$ cat config.mk
export PLATFORM = sky130hd
export DESIGN_NAME = mnpb_core
export DESIGN_NICKNAME = d
export VERILOG_FILES = /design/src/mnpb_pkg.sv /design/src/mnpb_pulse_shaper.sv /design/src/mnpb_core.sv
export VERILOG_INCLUDE_DIRS = /design/src
export SDC_FILE = /design/constraint.sdc
export NUM_CORES = 2
export LEC_CHECK = 0
export ABC_AREA = 0
export BUFFER_PORTS_ARGS = -buffer_cell sky130_fd_sc_hd__buf_4
export CORE_AREA = 2 2 270 272
export CTS_BUF_LIST = sky130_fd_sc_hd__clkbuf_4 sky130_fd_sc_hd__clkbuf_8
export CTS_CLUSTER_SIZE = 8
export DETAILED_ROUTE_END_ITERATION = 8
export DIE_AREA = 0 0 272 274
export GPL_TIMING_DRIVEN = 1
export PLACE_DENSITY = 0.68
export RECOVER_POWER = 25
export SLEW_MARGIN = 0
export SYNTH_ARGS = -nofsm -noshare
export SYNTH_HDL_FRONTEND = slang
export SYNTH_SLANG_ARGS = --single-unit
$ cat constraint.sdc
create_clock -name CLK -period 10.8 [get_ports CLK]
set_input_delay 0 -clock CLK [delete_from_list [all_inputs] [get_ports CLK]]
set_output_delay 0 -clock CLK [all_outputs]
set_load 0.01 [all_outputs]
$ cat src/mnpb_defs.svh
`ifndef MNPB_DEFS_SVH
`define MNPB_DEFS_SVH

// clock period of CLK
`define MNPB_CLK_PERIOD_NS 4

// lowest and highest supported line frequency
`define MNPB_LINE_HZ_MIN 45
`define MNPB_LINE_HZ_MAX 55

// observation window: one line period at the lowest frequency, rounded up
`define MNPB_WINDOW_CYC \
	((1000000000 + `MNPB_LINE_HZ_MIN * `MNPB_CLK_PERIOD_NS - 1) / \
	(`MNPB_LINE_HZ_MIN * `MNPB_CLK_PERIOD_NS))

// calibration pulse width
`define MNPB_CF_WIDTH_MS 90
`define MNPB_CF_WIDTH_CYC ((`MNPB_CF_WIDTH_MS * 1000000) / `MNPB_CLK_PERIOD_NS)

// voltage channel full scale code and missing-neutral threshold
`define MNPB_FULL_SCALE 32767
`define MNPB_PEAK_PCT 9

// gain level scaling (about 0.785): rectified current times this level
// bills like a sine of that peak on the voltage channel
`define MNPB_GAIN_NUM 804
`define MNPB_GAIN_SHIFT 10

// accumulator threshold for one calibration pulse
`define MNPB_CF_THRESH 48'h0000_4000_0000

// calibration-to-billing ratios
`define MNPB_RATIO_2048 12'h800
`define MNPB_RATIO_128 12'h080
`define MNPB_RATIO_64 12'h040
`define MNPB_RATIO_32 12'h020
`define MNPB_RATIO_16 12'h010

// accumulator shifts for the calibration scaling
`define MNPB_SHIFT_LOW 4'h0
`define MNPB_SHIFT_HIGH 4'h1
`define MNPB_SHIFT_FAST 4'h8

// reset values
`define MNPB_SEL_RST 3'h0
`define MNPB_REVERSE_POWER_INDICATOR_RST 1'b0

`endif

$ cat src/mnpb_pkg.sv
package mnpb_pkg;

	// one-hot billing mode
	typedef enum logic [1:0] {
		MNPB_NORMAL  = 2'b01,
		MNPB_MISSING = 2'b10
	} mnpb_mode_e;

	// frequency and scale select pins
	typedef struct packed {
		logic calibration_scale_select;
		logic freq_select_hi;
		logic freq_select_lo;
	} mnpb_sel_s;

	// one converted sample set
	typedef struct packed {
		logic signed [15:0] voltage_channel;
		logic signed [15:0] current_channel;
		logic [14:0]        missing_neutral_gain_in;
	} mnpb_sample_s;

endpackage

$ cat src/mnpb_pulse_shaper.sv
`timescale 1ns/1ps
`include "mnpb_defs.svh"

module mnpb_pulse_shaper #(
	parameter int unsigned MAX_WIDTH_CYC = `MNPB_CF_WIDTH_CYC
) (
	input  wire logic clk,
	input  wire logic rst,
	input  wire logic trig,
	output logic      pulse_q
);

	logic [31:0] period_q;
	logic [31:0] period_d;
	logic [31:0] left_q;
	logic [31:0] left_d;
	logic        pulse_d;
	logic [31:0] half;

	// width is the full pulse, or half the period once the period gets short
	always_comb begin
		half = period_q >> 1;
		period_d = period_q;
		left_d = left_q;
		if (period_q != 32'hffff_ffff) begin
			period_d = period_q + 32'h1;
		end
		if (left_q != 32'h0) begin
			left_d = left_q - 32'h1;
		end
		if (trig) begin
			period_d = 32'h1;
			if (half < MAX_WIDTH_CYC) begin
				left_d = (half == 32'h0) ? 32'h1 : half;
			end else begin
				left_d = MAX_WIDTH_CYC;
			end
		end
		pulse_d = (left_d != 32'h0);
	end

	// registers; period starts saturated so the first pulse is full width
	always_ff @(posedge clk or posedge rst) begin
		if (rst) begin
			period_q <= 32'hffff_ffff;
			left_q   <= 32'h0;
			pulse_q  <= 1'b0;
		end else begin
			period_q <= period_d;
			left_q   <= left_d;
			pulse_q  <= pulse_d;
		end
	end

endmodule

$ cat src/mnpb_core.sv
`timescale 1ns/1ps
`include "mnpb_defs.svh"
// Contract
// - enter missing-neutral when peak below 9%
// - enter missing-neutral when no zero crossings
// - leave only with peak above 9% and crossings
// - missing-neutral bills from active current level
// - keep pulsing on all outputs, ampere-hour basis
// - wiring alarm high during missing-neutral billing
// - gain 330 mV matches 330 mV peak sine
// - pulse rate linear in gain, zero to double
// - billing rate follows current times gain formula
// - four base frequencies from two select inputs
// - scale 0 with selects 11 gives 2048x
// - full-scale inputs give about 5.5 kHz calibration
// - detection windows cover 45 to 55 Hz
// - calibration pulse 90 ms, half period below 180 ms
// - reverse indicator follows sign, changes on calibration pulse
module mnpb_core #(
	parameter int unsigned WINDOW_CYC   = `MNPB_WINDOW_CYC,
	parameter int unsigned CF_WIDTH_CYC = `MNPB_CF_WIDTH_CYC,
	parameter logic [47:0] CF_THRESH    = `MNPB_CF_THRESH
) (
	input  wire logic                  CLK,
	input  wire logic                  SYS_RST,
	input  wire logic                  SAMPLE_VALID,
	input  wire mnpb_pkg::mnpb_sample_s SAMPLE,
	input  wire mnpb_pkg::mnpb_sel_s    SELECT,
	output logic                       CALIBRATION_PULSE_OUT,
	output logic                       BILLING_PULSE_A,
	output logic                       BILLING_PULSE_B,
	output logic                       REVERSE_POWER_INDICATOR,
	output logic                       WIRING_ALARM
);
	import mnpb_pkg::*;

	localparam logic [15:0] PEAK_THR = 16'((`MNPB_FULL_SCALE * `MNPB_PEAK_PCT) / 100);
	localparam logic [31:0] WIN_LAST = 32'(WINDOW_CYC - 1);
	localparam logic signed [47:0] THR_POS = CF_THRESH;

	// magnitude of a signed sample, -32768 gives 32768
	function automatic logic [15:0] mag16(input logic signed [15:0] x);
		logic [15:0] r;
		r = x[15] ? 16'(-x) : 16'(x);
		return r;
	endfunction

	// calibration-to-billing ratio from scale and frequency selects
	function automatic logic [11:0] cf_ratio(input mnpb_sel_s s);
		logic [11:0] r;
		unique case ({s.calibration_scale_select, s.freq_select_hi, s.freq_select_lo})
			3'b100: r = `MNPB_RATIO_128;
			3'b000: r = `MNPB_RATIO_64;
			3'b101: r = `MNPB_RATIO_64;
			3'b001: r = `MNPB_RATIO_32;
			3'b110: r = `MNPB_RATIO_32;
			3'b010: r = `MNPB_RATIO_16;
			3'b111: r = `MNPB_RATIO_16;
			default: r = `MNPB_RATIO_2048; // 3'b011
		endcase
		return r;
	endfunction

	// accumulator shift: calibration rate is halved with scale 0, fast with 011
	function automatic logic [3:0] cf_shift(input mnpb_sel_s s);
		logic [3:0] r;
		if (!s.calibration_scale_select && s.freq_select_hi && s.freq_select_lo) begin
			r = `MNPB_SHIFT_FAST;
		end else if (s.calibration_scale_select) begin
			r = `MNPB_SHIFT_HIGH;
		end else begin
			r = `MNPB_SHIFT_LOW;
		end
		return r;
	endfunction

	// ---------------- select pin synchroniser ----------------
	mnpb_sel_s sel_s1_q;
	mnpb_sel_s sel_s2_q;
	mnpb_sel_s sel_s3_q;
	mnpb_sel_s sel_q;
	mnpb_sel_s sel_d;

	// accept a change once stages two and three agree
	always_comb begin
		sel_d = sel_q;
		if (sel_s2_q == sel_s3_q) begin
			sel_d = sel_s3_q;
		end
	end

	always_ff @(posedge CLK or posedge SYS_RST) begin
		if (SYS_RST) begin
			sel_s1_q <= `MNPB_SEL_RST;
			sel_s2_q <= `MNPB_SEL_RST;
			sel_s3_q <= `MNPB_SEL_RST;
			sel_q    <= `MNPB_SEL_RST;
		end else begin
			sel_s1_q <= SELECT;
			sel_s2_q <= sel_s1_q;
			sel_s3_q <= sel_s2_q;
			sel_q    <= sel_d;
		end
	end

	// ---------------- observation window ----------------
	logic [31:0] win_q;
	logic [31:0] win_d;
	logic [15:0] peak_q;
	logic [15:0] peak_d;
	logic        zc_q;
	logic        zc_d;
	logic        prev_neg_q;
	logic        prev_neg_d;
	logic        win_end;
	logic [15:0] v_mag;

	// peak and crossing flag restart at each window start
	always_comb begin
		win_end = (win_q == WIN_LAST);
		v_mag = mag16(SAMPLE.voltage_channel);
		win_d = win_end ? 32'h0 : win_q + 32'h1;
		peak_d = win_end ? 16'h0 : peak_q;
		zc_d = win_end ? 1'b0 : zc_q;
		prev_neg_d = prev_neg_q;
		if (SAMPLE_VALID) begin
			if (v_mag > peak_d) begin
				peak_d = v_mag;
			end
			if (SAMPLE.voltage_channel[15] != prev_neg_q) begin
				zc_d = 1'b1; // sign change seen
			end
			prev_neg_d = SAMPLE.voltage_channel[15];
		end
	end

	always_ff @(posedge CLK or posedge SYS_RST) begin
		if (SYS_RST) begin
			win_q      <= 32'h0;
			peak_q     <= 16'h0;
			zc_q       <= 1'b0;
			prev_neg_q <= 1'b0;
		end else begin
			win_q      <= win_d;
			peak_q     <= peak_d;
			zc_q       <= zc_d;
			prev_neg_q <= prev_neg_d;
		end
	end

	// ---------------- mode decision ----------------
	mnpb_mode_e mode_q;
	mnpb_mode_e mode_d;
	mnpb_mode_e bill_q;
	mnpb_mode_e bill_d;
	logic       alarm_q;
	logic       alarm_d;

	// decided from the finished window; billing follows at next sample
	always_comb begin
		mode_d = mode_q;
		if (win_end) begin
			unique case (mode_q)
				MNPB_NORMAL: begin
					if (peak_q < PEAK_THR || !zc_q) begin
						mode_d = MNPB_MISSING;
					end
				end
				MNPB_MISSING: begin
					if (peak_q > PEAK_THR && zc_q) begin
						mode_d = MNPB_NORMAL;
					end
				end
				default: mode_d = MNPB_NORMAL;
			endcase
		end
		bill_d = SAMPLE_VALID ? mode_q : bill_q;
		alarm_d = (bill_d == MNPB_MISSING);
	end

	always_ff @(posedge CLK or posedge SYS_RST) begin
		if (SYS_RST) begin
			mode_q  <= MNPB_NORMAL;
			bill_q  <= MNPB_NORMAL;
			alarm_q <= 1'b0;
		end else begin
			mode_q  <= mode_d;
			bill_q  <= bill_d;
			alarm_q <= alarm_d;
		end
	end

	// ---------------- energy accumulator ----------------
	logic signed [47:0] acc_q;
	logic signed [47:0] acc_d;
	logic signed [47:0] acc_sum;
	logic signed [47:0] inc;
	logic signed [17:0] v_eff;
	logic signed [33:0] prod;
	logic [31:0]        gain_scaled;
	logic               cf_evt_q;
	logic               cf_evt_d;
	logic               reverse_power_indicator_q;
	logic               reverse_power_indicator_d;

	// product of voltage and current, or gain level times current
	always_comb begin
		gain_scaled = (32'(SAMPLE.missing_neutral_gain_in) * 32'(`MNPB_GAIN_NUM))
			>> `MNPB_GAIN_SHIFT;
		if (bill_q == MNPB_MISSING) begin
			// gain level carries the sign of the current: ampere-hour basis
			v_eff = SAMPLE.current_channel[15] ? -$signed({1'b0, gain_scaled[16:0]})
				: $signed({1'b0, gain_scaled[16:0]});
		end else begin
			v_eff = 18'(SAMPLE.voltage_channel);
		end
		prod = v_eff * 34'(SAMPLE.current_channel);
		inc = 48'(prod) <<< cf_shift(sel_q);
		acc_sum = SAMPLE_VALID ? acc_q + inc : acc_q;
		acc_d = acc_sum;
		cf_evt_d = 1'b0;
		reverse_power_indicator_d = reverse_power_indicator_q;
		if (acc_sum >= THR_POS) begin
			acc_d = acc_sum - THR_POS;
			cf_evt_d = 1'b1;
			reverse_power_indicator_d = 1'b0;
		end else if (acc_sum <= -THR_POS) begin
			acc_d = acc_sum + THR_POS;
			cf_evt_d = 1'b1;
			reverse_power_indicator_d = 1'b1;
		end
	end

	always_ff @(posedge CLK or posedge SYS_RST) begin
		if (SYS_RST) begin
			acc_q    <= 48'sh0;
			cf_evt_q <= 1'b0;
			reverse_power_indicator_q   <= `MNPB_REVERSE_POWER_INDICATOR_RST;
		end else begin
			acc_q    <= acc_d;
			cf_evt_q <= cf_evt_d;
			reverse_power_indicator_q   <= reverse_power_indicator_d;
		end
	end

	// ---------------- billing divider ----------------
	logic [11:0] div_q;
	logic [11:0] div_d;
	logic        side_q;
	logic        side_d;
	logic        fa_q;
	logic        fa_d;
	logic        fb_q;
	logic        fb_d;

	// one billing pulse per ratio calibration pulses, alternating a and b
	always_comb begin
		div_d = div_q;
		side_d = side_q;
		fa_d = 1'b0;
		fb_d = 1'b0;
		if (cf_evt_q) begin
			if (div_q >= cf_ratio(sel_q) - 12'h1) begin
				div_d = 12'h0;
				side_d = ~side_q;
				fa_d = ~side_q;
				fb_d = side_q;
			end else begin
				div_d = div_q + 12'h1;
			end
		end
	end

	always_ff @(posedge CLK or posedge SYS_RST) begin
		if (SYS_RST) begin
			div_q  <= 12'h0;
			side_q <= 1'b0;
			fa_q   <= 1'b0;
			fb_q   <= 1'b0;
		end else begin
			div_q  <= div_d;
			side_q <= side_d;
			fa_q   <= fa_d;
			fb_q   <= fb_d;
		end
	end

	// reverse indicator and alarm driven straight from their registers above
	assign REVERSE_POWER_INDICATOR = reverse_power_indicator_q;
	assign WIRING_ALARM = alarm_q;

	// ---------------- output pulse shapers ----------------
	mnpb_pulse_shaper #(
		.MAX_WIDTH_CYC(CF_WIDTH_CYC)
	) u_cf (
		.clk    (CLK),
		.rst    (SYS_RST),
		.trig   (cf_evt_q),
		.pulse_q(CALIBRATION_PULSE_OUT)
	);

	mnpb_pulse_shaper #(
		.MAX_WIDTH_CYC(CF_WIDTH_CYC)
	) u_fa (
		.clk    (CLK),
		.rst    (SYS_RST),
		.trig   (fa_q),
		.pulse_q(BILLING_PULSE_A)
	);

	mnpb_pulse_shaper #(
		.MAX_WIDTH_CYC(CF_WIDTH_CYC)
	) u_fb (
		.clk    (CLK),
		.rst    (SYS_RST),
		.trig   (fb_q),
		.pulse_q(BILLING_PULSE_B)
	);

	// the controller counting these pulses over its own timer window is
	// outside this block

endmodule

==> out/results.ini <==
[drt]
routedWlPerCell_um=16.84
via_per_inst=5.509
routed-via-count=31290
drt_iter0_drc=2116
antenna_left=0
drc=0
drt-total-wl_um=95640
dr.pass1.iters=5

[floorplan]
start_util=0.4936
core_area_sq_um=71970
die_area_sq_um=74530
die_w_um=272
ios=58
rows=99
die_h_um=274

[global_route]
grt_overflow=0
grt_antenna_before_repair=2
grt_pass1_wl_um=159600
grt_max_degree=180
grt_use_total=0.2582
grt_pass1_vias=31500

[setup_path]
path_max_fanout=5
max_stage_delay_ns=0.60
timing_worst_setup_path_type=in -> reg
start_kind=input pin
timing.rr.end=acc_q[37]
arrival_ns=13.39
end_kind=register
r2r_slack_ns=0.08
cp_slowest_cell=fa_1
crit-reg2reg-launch=bill_q[0]
reg2reg_depth=48
cp.required_ns=11.41
crit_top_cell=fa_1

[timing]
finalClockSkew_ns=0.04255
hold_viol=0
fmax_mhz=78.26
fin_crit_sh=1.183
min_period_ns=12.78
setup_viol=24
slew_viol_final=151
fin_ws_ns=-1.979
slew_headroom=-1.670
whs_ns=0.1455
tightest_slew_ns=3.982
grt_setup_unrepaired=true

[synthesis]
syn-num-nets=4637
avgSynthCellArea_sq_um=8.800
synthArstFlopShare=1.000
synth_area_sq_um=35520
synth_edf_count=0
ys_seq_elements=327
syn_inst=4037
ys_types=127
synth_ff_type=dfrtp_1
yosysWarnings=0
yosysSeqAreaShare=0.2338

[clock_tree]
cts_buffers=61
cts.clk_slew.worst_paths_ns=0.07
htreeDepth=2
insertion_delay_ns=0.70
cts_root_buf=clkbuf_8
clock_sinks=327
cts_tree=done
ctsLongestPathBuffers=3

[finish]
fin_area_sq_um=45300
area.growth.synth_to_final_pct=27.52
final_cells=5679
final_nets=5267
layout_common_cells=619 x buf_4, 456 x inv_1, 395 x nand2_1
drive_above_1_share=0.2736
final_common_cell=buf_4

[place]
dpl_cell_area_sq_um=40890
place_congestion=0.9252
dp_slack_ns=-3.738
port_buffers=57
dp.cells=5417
dp_hpwl_um=71540

[job]
cap_violations=2

[min_path]
holdPathStages=3
hp-start=SAMPLE[31]
min_path_type=in -> reg
hold_end=peak_q[0]

[status]
violations=capacitance limit, slew limit, setup timing
status=finished, violations left

[cell type report]
cell class                 instances  area, sq um
inverter                         480         1814
fill                            5879        26670
multi-input combinational       3070        26660
tap                              959         1200
antenna                            1        2.502
sequential                       327         8310
clock inverter                    18        255.2
timing repair buffer             727         5819
clock buffer                      97         1235
[Yosys cell counts (10+ instances only)]
| cell type | number | share of area |
|---|---|---|
| inv_1 | 479 | 0.051 |
| nand2_1 | 412 | 0.044 |
| nor2_1 | 323 | 0.034 |
| fa_1 | 309 | 0.17 |
| ha_1 | 238 | 0.084 |
| dfrtp_1 | 229 | 0.16 |
| xnor2_1 | 172 | 0.042 |
| a21oi_1 | 166 | 0.023 |
| o21ai_0 | 148 | 0.021 |
| xor2_1 | 148 | 0.036 |
| clkbuf_1 | 127 | 0.013 |
| nand3_1 | 123 | 0.017 |
| and2_1 | 122 | 0.021 |
| dfstp_2 | 98 | 0.072 |
| nor3_1 | 94 | 0.013 |
| nor4_1 | 73 | 0.013 |
| and3_1 | 52 | 0.0092 |
| nand4_1 | 51 | 0.0090 |
| nor2b_1 | 47 | 0.0083 |
| a21o_1 | 38 | 0.0080 |
| mux2i_1 | 32 | 0.0090 |
| or3_1 | 32 | 0.0056 |
| nand2b_1 | 31 | 0.0055 |
| o22a_1 | 29 | 0.0071 |
| a211oi_1 | 28 | 0.0059 |
| o21a_1 | 23 | 0.0049 |
| mux2_2 | 22 | 0.0070 |
| or4_1 | 21 | 0.0044 |
| a31oi_1 | 17 | 0.0030 |
| o31ai_1 | 17 | 0.0036 |
| o21bai_1 | 16 | 0.0034 |
| or2_2 | 15 | 0.0026 |
| o22ai_1 | 14 | 0.0025 |
| o211ai_1 | 13 | 0.0027 |
| and4_1 | 12 | 0.0030 |
| a21boi_0 | 10 | 0.0021 |
| nor3b_1 | 10 | 0.0021 |
[registers in the layout, indices dropped and copies added, names as in the netlist, 2 cells and up]
signal / flops
acc_q: 48
bill_q: 2
div_q: 12
mode_q: 2
peak_q: 16
sel_q: 3
sel_s1_q: 3
sel_s2_q: 3
sel_s3_q: 3
u_cf.left_q: 32
u_cf.period_q: 32
u_fa.left_q: 32
u_fa.period_q: 32
u_fb.left_q: 32
u_fb.period_q: 32
win_q: 32
[how the worst max path moves through the flow]
stage	depth (start not counted)	startpoint	end
after floorplan	58	SAMPLE[3]	acc_q[30]
after detailed placement	58	SAMPLE[3]	acc_q[39]
after global placement	58	SAMPLE[3]	acc_q[39]
after CTS	62	SAMPLE[4]	acc_q[37]
final	61	SAMPLE[5]	acc_q[37]
after global routing	63	SAMPLE[4]	acc_q[37]
[metrics by stage]
step / TNS [ns] / utilization
after detailed placement: -86.90 / 0.5682
after floorplan: -38.23 / -
final: -38.78 / 0.6295
after global placement: -82.29 / 0.5682
after CTS: -34.04 / 0.6159
after global routing: -51.84 / 0.6295
[repair_timing]
item	4_1_cts	5_1_grt
endpoints found under the setup margin	31	36
setup buffers	75	33
hold buffers	40	0
gates resized for setup	206	156
gates cloned	1	1
hold endpoints to repair	132	0
pin swaps	163	115
[kinds of logic after synthesis]
kind of cell             share of synthesized area
AO/OA/AOI/OAI                               0.1271
AND/OR/NAND/NOR                             0.2105
buffers and inverters                      0.07463
flip-flops                                  0.2338
adder cells (fa/ha/maj)                     0.2580
multiplexers                               0.01662
XOR/XNOR                                   0.07935
[layer usage]
metal | vias to the layer above | share of wire | global-route usage
li1 | 14930 | - | -
met1 | 15470 | 0.45 | 0.3582
met2 | 759 | 0.48 | 0.4368
met3 | 130 | 0.047 | 0.03205
met4 | 0 | 0.017 | 0.04873
met5 | - | 0 | 0
[critical path: cells and delay by family]
kind                     cells  cell delay (ns)
adder cells (fa/ha/maj)     13             5.46
AO/OA/AOI/OAI               17             3.49
buffers and inverters       14             1.84
AND/OR/NAND/NOR             13             1.76
XOR/XNOR                     3             0.49
multiplexers                 1             0.30
Power is left out: the tool's default activity adds up to more than one toggle a clock period on the data nets, which glitch-free logic cannot reach.
